### src/logic/tsg_pkg.sv
package tsg_pkg;
    // Register indices (word addresses)
    localparam logic [3:0] TSG_ADDR_CTRL = 4'h0;
    localparam logic [3:0] TSG_ADDR_GATE = 4'h1;
    localparam logic [3:0] TSG_ADDR_CNTL = 4'h2;
    localparam logic [3:0] TSG_ADDR_CNTH = 4'h3;
    localparam logic [3:0] TSG_ADDR_FLAG = 4'h4;
    // Control register fields
    localparam int TSG_CS_LSB = 6;
    localparam int TSG_PS_LSB = 4;
    localparam int TSG_OSC_BIT = 3;
    localparam int TSG_SYNC_BIT = 2;
    localparam int TSG_ON_BIT = 0;
    localparam logic [7:0] TSG_CTRL_WMASK = 8'hFD;
    // Gate register fields
    localparam int TSG_GE_BIT = 7;
    localparam int TSG_POL_BIT = 6;
    localparam int TSG_TM_BIT = 5;
    localparam int TSG_SPM_BIT = 4;
    localparam int TSG_GO_BIT = 3;
    localparam int TSG_VAL_BIT = 2;
    localparam int TSG_GSS_LSB = 0;
    // Flag register fields
    localparam int TSG_ROLL_BIT = 0;
    localparam int TSG_GEVT_BIT = 1;
    localparam logic [7:0] TSG_RST_BYTE = 8'h00;
    localparam logic [15:0] TSG_CNT_MAX = 16'hFFFF;
    // Clock source codes
    localparam logic [1:0] TSG_CS_INSTR = 2'h0;
    localparam logic [1:0] TSG_CS_SYS = 2'h1;
    localparam logic [1:0] TSG_CS_PIN = 2'h2;
    localparam logic [1:0] TSG_CS_CAP = 2'h3;
    // Gate source codes
    localparam logic [1:0] TSG_GS_PIN = 2'h0;
    localparam logic [1:0] TSG_GS_OVF = 2'h1;
    localparam logic [1:0] TSG_GS_CMP1 = 2'h2;
    localparam logic [1:0] TSG_GS_CMP2 = 2'h3;

    // External sources bundled
    typedef struct packed {
        logic ext_clk_pin;
        logic osc_clk;
        logic cap_sense_osc;
        logic gate_pin;
        logic ovf_pulse;
        logic cmp_one_out;
        logic cmp_two_out;
    } tsg_src_s;

    // Register bus request
    typedef struct packed {
        logic [3:0] addr;
        logic [7:0] wdata;
        logic wr;
        logic rd;
    } tsg_bus_s;

    // Whole block state
    typedef struct packed {
        logic [7:0] ctrl;
        logic [7:0] gate;
        logic [15:0] count;
        logic [1:0] quarter;
        logic [2:0] prescale;
        logic clk_s1;
        logic clk_s2;
        logic clk_prev;
        logic gate_prev;
        logic toggle;
        logic spm_run;
        logic val_prev;
        logic rollover_flag;
        logic gate_event_flag;
        logic osc_en;
        logic [7:0] rdata;
    } tsg_state_s;
endpackage

### src/logic/tsg_timer.sv
`timescale 1ns/1ps
module tsg_timer
    import tsg_pkg::*;
(
    // Clock and reset
    input wire logic clk,
    input wire logic resetn,
    input wire logic clk_en,
    // Register port
    input wire tsg_pkg::tsg_bus_s bus,
    output logic [7:0] rdata,
    // External sources
    input wire tsg_pkg::tsg_src_s src,
    // Status outputs
    output logic dedicated_osc_en,
    output logic rollover_flag,
    output logic gate_event_flag
);
    import tsg_pkg::*;

    tsg_state_s s_q;
    tsg_state_s s_d;

    // Write decode shared by all register updates
    function automatic logic wr_hit(input tsg_bus_s b, input logic [3:0] a);
        return b.wr && (b.addr == a);
    endfunction

    logic [1:0] cs;
    logic [1:0] ps;
    logic [1:0] gss;
    logic raw_clk;
    logic sel_clk;
    logic tick;
    logic ps_tick;
    logic gate_raw;
    logic gate_pol;
    logic gate_rise;
    logic gate_sel;
    logic gate_ok;
    logic cnt_en;

    // Clock source, synchroniser bypass, prescaler and gate selection
    always_comb
    begin
        cs = s_q.ctrl[TSG_CS_LSB +: 2];
        ps = s_q.ctrl[TSG_PS_LSB +: 2];
        gss = s_q.gate[TSG_GSS_LSB +: 2];
        // Source 10 picks pin or crystal by oscillator enable
        raw_clk = s_q.ctrl[TSG_OSC_BIT] ? src.osc_clk : src.ext_clk_pin;
        if (cs == TSG_CS_CAP)
        begin
            raw_clk = src.cap_sense_osc;
        end
        // Synchronised path when sync bit is zero
        sel_clk = s_q.ctrl[TSG_SYNC_BIT] ? raw_clk : s_q.clk_s2;
        case (cs)
            TSG_CS_INSTR: tick = (s_q.quarter == 2'h3);
            TSG_CS_SYS: tick = 1'b1;
            default: tick = sel_clk && !s_q.clk_prev;
        endcase
        // Divide selected edges
        case (ps)
            2'h0: ps_tick = tick;
            2'h1: ps_tick = tick && s_q.prescale[0];
            2'h2: ps_tick = tick && (s_q.prescale[1:0] == 2'h3);
            default: ps_tick = tick && (s_q.prescale == 3'h7);
        endcase
        // Gate input select
        case (gss)
            TSG_GS_PIN: gate_raw = src.gate_pin;
            TSG_GS_OVF: gate_raw = src.ovf_pulse;
            TSG_GS_CMP1: gate_raw = src.cmp_one_out;
            default: gate_raw = src.cmp_two_out;
        endcase
        gate_pol = s_q.gate[TSG_POL_BIT] ? gate_raw : !gate_raw;
        gate_rise = gate_pol && !s_q.gate_prev;
        // Toggle flop replaces level in toggle mode
        gate_sel = s_q.gate[TSG_TM_BIT] ? s_q.toggle : gate_pol;
        // Single-pulse window
        gate_ok = s_q.gate[TSG_SPM_BIT] ? (s_q.spm_run && gate_sel) : gate_sel;
        // Gate enable only matters while on
        cnt_en = s_q.ctrl[TSG_ON_BIT] && (!s_q.gate[TSG_GE_BIT] || gate_ok);
    end

    // Next-state logic
    always_comb
    begin
        s_d = s_q;
        s_d.rdata = TSG_RST_BYTE;
        s_d.clk_s1 = raw_clk;
        s_d.clk_s2 = s_q.clk_s1;
        s_d.clk_prev = sel_clk;
        s_d.quarter = s_q.quarter + 2'h1;
        s_d.gate_prev = gate_pol;
        s_d.osc_en = s_q.ctrl[TSG_OSC_BIT];
        if (tick && s_q.ctrl[TSG_ON_BIT])
        begin
            s_d.prescale = s_q.prescale + 3'h1;
        end
        // Toggle flop, held clear when off or mode clear
        if (!s_q.ctrl[TSG_ON_BIT] || !s_q.gate[TSG_TM_BIT])
        begin
            s_d.toggle = 1'b0;
        end
        else if (gate_rise)
        begin
            s_d.toggle = !s_q.toggle;
        end
        // Pulse acquisition: start on gate active, done when it drops
        if (s_q.gate[TSG_GO_BIT] && s_q.gate[TSG_SPM_BIT])
        begin
            if (!s_q.spm_run && gate_sel)
            begin
                s_d.spm_run = 1'b1;
            end
            else if (s_q.spm_run && !gate_sel)
            begin
                s_d.spm_run = 1'b0;
                s_d.gate[TSG_GO_BIT] = 1'b0;
            end
        end
        else
        begin
            s_d.spm_run = 1'b0;
        end
        // Gate level status
        s_d.gate[TSG_VAL_BIT] = gate_ok;
        s_d.val_prev = s_q.gate[TSG_VAL_BIT];
        // Counter with wrap
        if (ps_tick && cnt_en)
        begin
            s_d.count = s_q.count + 16'h0001;
        end
        // Register writes; hardware sets win over clears
        if (wr_hit(bus, TSG_ADDR_CTRL))
        begin
            s_d.ctrl = bus.wdata & TSG_CTRL_WMASK;
            s_d.prescale = 3'h0;
        end
        else if (wr_hit(bus, TSG_ADDR_GATE))
        begin
            s_d.gate[7:3] = bus.wdata[7:3];
            s_d.gate[1:0] = bus.wdata[1:0];
        end
        else if (wr_hit(bus, TSG_ADDR_CNTL))
        begin
            s_d.count[7:0] = bus.wdata;
        end
        else if (wr_hit(bus, TSG_ADDR_CNTH))
        begin
            s_d.count[15:8] = bus.wdata;
        end
        else if (wr_hit(bus, TSG_ADDR_FLAG))
        begin
            s_d.rollover_flag = s_q.rollover_flag & bus.wdata[TSG_ROLL_BIT];
            s_d.gate_event_flag = s_q.gate_event_flag & bus.wdata[TSG_GEVT_BIT];
        end
        if (ps_tick && cnt_en && s_q.count == TSG_CNT_MAX)
        begin
            s_d.rollover_flag = 1'b1;
        end
        if (s_q.val_prev && !s_q.gate[TSG_VAL_BIT])
        begin
            s_d.gate_event_flag = 1'b1;
        end
        // Read data, one cycle later
        if (bus.rd)
        begin
            if (bus.addr == TSG_ADDR_CTRL)
            begin
                s_d.rdata = s_q.ctrl;
            end
            else if (bus.addr == TSG_ADDR_GATE)
            begin
                s_d.rdata = s_q.gate;
            end
            else if (bus.addr == TSG_ADDR_CNTL)
            begin
                s_d.rdata = s_q.count[7:0];
            end
            else if (bus.addr == TSG_ADDR_CNTH)
            begin
                s_d.rdata = s_q.count[15:8];
            end
            else if (bus.addr == TSG_ADDR_FLAG)
            begin
                s_d.rdata = {6'h00, s_q.gate_event_flag, s_q.rollover_flag};
            end
        end
    end

    // State register, reset clears all control
    always_ff @(posedge clk)
    begin
        if (!resetn)
        begin
            s_q <= '0;
        end
        else if (clk_en)
        begin
            s_q <= s_d;
        end
    end

    // Outputs straight from flops
    assign rdata = s_q.rdata;
    assign dedicated_osc_en = s_q.osc_en;
    assign rollover_flag = s_q.rollover_flag;
    assign gate_event_flag = s_q.gate_event_flag;

    // Checks
    property p_off_holds;
        @(posedge clk) disable iff (!resetn)
        clk_en && !s_q.ctrl[TSG_ON_BIT] && !bus.wr |=> $stable(s_q.count);
    endproperty
    a_off_holds: assert property (p_off_holds) else $error("count moved while off");

    property p_toggle_clear;
        @(posedge clk) disable iff (!resetn)
        clk_en && !s_q.gate[TSG_TM_BIT] |=> !s_q.toggle;
    endproperty
    a_toggle_clear: assert property (p_toggle_clear) else $error("toggle flop not held clear");

    property p_bit1_zero;
        @(posedge clk) disable iff (!resetn)
        !s_q.ctrl[1];
    endproperty
    a_bit1_zero: assert property (p_bit1_zero) else $error("control bit 1 set");

    property p_roll;
        @(posedge clk) disable iff (!resetn)
        clk_en && ps_tick && cnt_en && s_q.count == TSG_CNT_MAX && !bus.wr
        |=> s_q.count == 16'h0000 && rollover_flag;
    endproperty
    a_roll: assert property (p_roll) else $error("rollover wrong");

    property p_gevt;
        @(posedge clk) disable iff (!resetn)
        clk_en && s_q.val_prev && !s_q.gate[TSG_VAL_BIT] |=> gate_event_flag;
    endproperty
    a_gevt: assert property (p_gevt) else $error("gate event flag missed");

    property p_free_run;
        @(posedge clk) disable iff (!resetn)
        clk_en && s_q.ctrl[TSG_ON_BIT] && !s_q.gate[TSG_GE_BIT] && ps_tick && !bus.wr
        |=> s_q.count == $past(s_q.count) + 16'h0001;
    endproperty
    a_free_run: assert property (p_free_run) else $error("count missed free tick");

    property p_sys_count;
        @(posedge clk) disable iff (!resetn)
        clk_en && cs == TSG_CS_SYS && ps == 2'h0 |-> tick && ps_tick;
    endproperty
    a_sys_count: assert property (p_sys_count) else $error("system clock not counted");

    property p_osc;
        @(posedge clk) disable iff (!resetn)
        clk_en ##1 clk_en |-> dedicated_osc_en == $past(s_q.ctrl[TSG_OSC_BIT]);
    endproperty
    a_osc: assert property (p_osc) else $error("oscillator enable wrong");

    property p_go_clear;
        @(posedge clk) disable iff (!resetn)
        clk_en && s_q.spm_run && !gate_sel && !bus.wr |=> !s_q.gate[TSG_GO_BIT];
    endproperty
    a_go_clear: assert property (p_go_clear) else $error("go bit not cleared");

    c_roll: cover property (@(posedge clk) disable iff (!resetn) rollover_flag);
    c_gevt: cover property (@(posedge clk) disable iff (!resetn) gate_event_flag);
    c_spm: cover property (@(posedge clk) disable iff (!resetn) s_q.spm_run ##1 !s_q.gate[TSG_GO_BIT]);
endmodule // tsg_timer

### config.mk
export PLATFORM = sky130hd
export DESIGN_NAME = tsg_timer
export DESIGN_NICKNAME = d
export VERILOG_FILES = /design/src/logic/tsg_pkg.sv /design/src/logic/tsg_timer.sv
export SDC_FILE = /design/constraint.sdc
export NUM_CORES = 1
export LEC_CHECK = 0
export BUFFER_PORTS_ARGS = -buffer_cell sky130_fd_sc_hd__buf_2
export CAP_MARGIN = 20
export CORE_ASPECT_RATIO = 0.6
export CORE_UTILIZATION = 40
export CTS_BUF_LIST = sky130_fd_sc_hd__clkbuf_4
export DETAILED_ROUTE_END_ITERATION = 6
export PLACE_DENSITY = 0.62
export SLEW_MARGIN = 10
export SYNTH_ARGS = -nofsm -noshare
export SYNTH_HDL_FRONTEND = slang
export SYNTH_SLANG_ARGS = --single-unit
### constraint.sdc
create_clock -name clk -period 3.4 [get_ports clk]
set_input_delay 0.68 -clock clk [delete_from_list [all_inputs] [get_ports clk]]
set_output_delay 0.68 -clock clk [all_outputs]
set_load 0.05 [all_outputs]
==> results.yml <==
outcome:
  run_status: "finished clean"
logic_synthesis:
  ys_warn_count: 0
  syn_area_per_cell_um2: 8.08
  synth_top_area_cell: "dfxtp_1"
  ys_types: 60
  syn_area_mm2: 0.00319
  ys_seq_area_frac: 0.339
  synth-edff-count: 0
  synth_area_leaders: "dfxtp_1 34%, mux2i_1 7.8%, nand3_1 5.0%"
  synth_ff_type: "dfxtp_1"
  async_reset_ff_frac: 0
  synthesis.nets: 426
  synth_top_area_frac: 0.339
  synthCells: 395
  ys_seq_elements: 54
route:
  routed_via_density: 6.13
  vias: 3128
  wl_per_cell_um: 18.7
  first_pass_iters: 7
  first_iter_violations: 324
  ant_nets: 0
  routed_wl_um: 9530
  drcViolationCount: 0
timing:
  setup_viol: 0
  drv_slew: 0
  slew_headroom: 0.380
  clock.fmax_ghz: 0.385
  min_period_over_period: 0.764
  clock_skew_ps: 9.09
  fin_crit_ps: 2600
  rsz0062_at_grt: "no"
  tightest_slew_ps: 926
  finalHoldViolCount: 0
  fin_tns_setup_ps: 0
finish:
  drive_above_1_share: 0.135
  layout_commonest_cell: "dfxtp_1"
  fin_nets: 436
  area_delta_synth_final_pct: 7.76
  layout.cells.non_filler: 510
  diodes: 0
  mostFrequentLayoutCells: "54 x dfxtp_1, 35 x nor2_1, 34 x buf_2"
floorplan:
  fp.dieH_um: 71.2
  rows: 24
  io_pins: 35
  core_area_mm2: 0.00748
  initial_core_util: 0.427
  die_w_um: 117
  die_area_mm2: 0.00836
run:
  cap_violations: 0
clocking:
  holdBufCountCts: 0
  postCtsSetupRepairBufs: 0
  clock_sinks: 54
  cts_buffers: 5
  cts.clk_slew.worst_paths_ps: 160
  post_cts_resized: 0
  cts-root-buf: "clkbuf_4"
  htree_levels: 2
  clk_path_buf_depth: 2
  clkLatencyLatePin_ps: 390
  cts_tree: "built"
setup_path:
  start_kind: "flop"
  rr_endpoint: "s_q[33]$_SDFFE_PN0P_"
  cp_max_fo: 6
  required_ps: 3710
  r2r-start: "ps[1]$_SDFFE_PN0P_"
  worstPathArrival_ps: 2910
  worstSetupPathType: "flop to flop"
  endpoint_kind: "flop"
  reg2regPathDepth: 8
  crit_start: "ps[1]$_SDFFE_PN0P_"
  crit_end: "s_q[33]$_SDFFE_PN0P_"
  r2r_slack_ps: 800
place:
  port_buffers: 34
  dp_cells: 502
  gp_congestion: 0.938
  hpwlAfterDp_um: 7030
grt:
  antenna_found_initial: 0
  grt_start_max_net_pins: 38
  grt_pass1_wl_um: 15000
  gr-total-overflow: 0
  grt_pass1_vias: 2704
  track_usage: 0.233
hold_path:
  holdCritPathClass: "flop to flop"
power_and_ir_drop:
  leakage_nw: 1.23
  powerDensity_mw_per_mm2: 336
  irDropWorstVdd_uv: 167
worst max-delay path: stages (launching register included):
cell and delay [ps]:
dfxtp_1 460, inv_1 100, ha_1 320, nor3_1 70, a31oi_1 360, nand2_1 130
or3_4 380, or4_1 440, a211oi_1 250
flip-flops by register name, indices dropped and copies added, names as in the netlist:
register	cells
s_d	3
rollover_flag	1
dedicated_osc_en	1
gate_event_flag	1
s_q	34
gss	2
cs	2
rdata	8
ps	2
final cells by class:
class                           count  area [um2]
Clock buffer                        6        45.0
Multi-Input combinational cell    297        1920
Clock inverter                      2        37.5
Timing Repair Buffer               37         193
Inverter                           10        37.5
Sequential cell                    54        1080
Tap cell                          104         130
Fill cell                         745        4040
where the power goes:
group	internal, mW	switching, mW
logic	0.0410	0.0843
registers	0.644	0.0111
clock network	0.163	0.211
stage by stage:
stage	worst slack (ps)	total power, mW	util	hold WS (ps)	cell area, um2
after floorplan	825	0.745	-	451	3190
after global placement	629	0.790	0.449	456	3360
after detailed placement	546	0.791	0.449	476	3360
after CTS	845	1.16	0.460	502	3440
after global routing	639	1.20	0.460	509	3440
final	802	1.15	0.460	503	3440
metal layers:
layer / part of all wire / up-vias / track usage
li1: - / 1484 / -
met5: 0 / - / 0
met2: 0.39 / 148 / 0.316
met4: 0.0073 / 0 / 0.0462
met3: 0.098 / 10 / 0.0718
met1: 0.51 / 1486 / 0.353
Yosys cell counts (all sizes together) (2+ instances only):
cell type  count
o31ai          2
nand4b         2
o21a           2
or3            3
ha             7
a21o           2
mux2           2
nor4           3
mux2i         25
or4            9
a31oi          7
dfxtp         54
o211ai         6
a32oi          2
nand2         27
nand2b         5
a21boi         4
a21oi         25
and4           3
and3          10
buf           10
xnor2          2
a211oi         4
nand4         13
nand3         32
a22oi          5
nor2b          7
inv            9
o22ai          7
nor2          35
o21ai         15
a221oi         2
nor3          11
clkbuf        24
cell families after synthesis:
| kind of cell | after synthesis | share of synthesized area |
|---|---|---|
| AND/OR/NAND/NOR | 165 | 0.270 |
| AO/OA/AOI/OAI | 95 | 0.199 |
| flip-flops | 54 | 0.339 |
| buffers and inverters | 44 | 0.0611 |
| multiplexers | 28 | 0.0925 |
| adder cells (fa/ha/maj) | 7 | 0.0274 |
| XOR/XNOR | 2 | 0.0114 |
worst min path at each step:
stage	startpoint	endpoint	cells past startpoint
after floorplan	rdata[1]$_SDFFE_PN0P_	rdata[1]$_SDFFE_PN0P_	2
after global placement	rdata[1]$_SDFFE_PN0P_	rdata[1]$_SDFFE_PN0P_	2
after detailed placement	rdata[7]$_SDFFE_PN0P_	rdata[7]$_SDFFE_PN0P_	2
after CTS	rdata[1]$_SDFFE_PN0P_	rdata[1]$_SDFFE_PN0P_	2
after global routing	rdata[1]$_SDFFE_PN0P_	rdata[1]$_SDFFE_PN0P_	2
final	rdata[1]$_SDFFE_PN0P_	rdata[1]$_SDFFE_PN0P_	2
(Power assumes the default switching activity.)
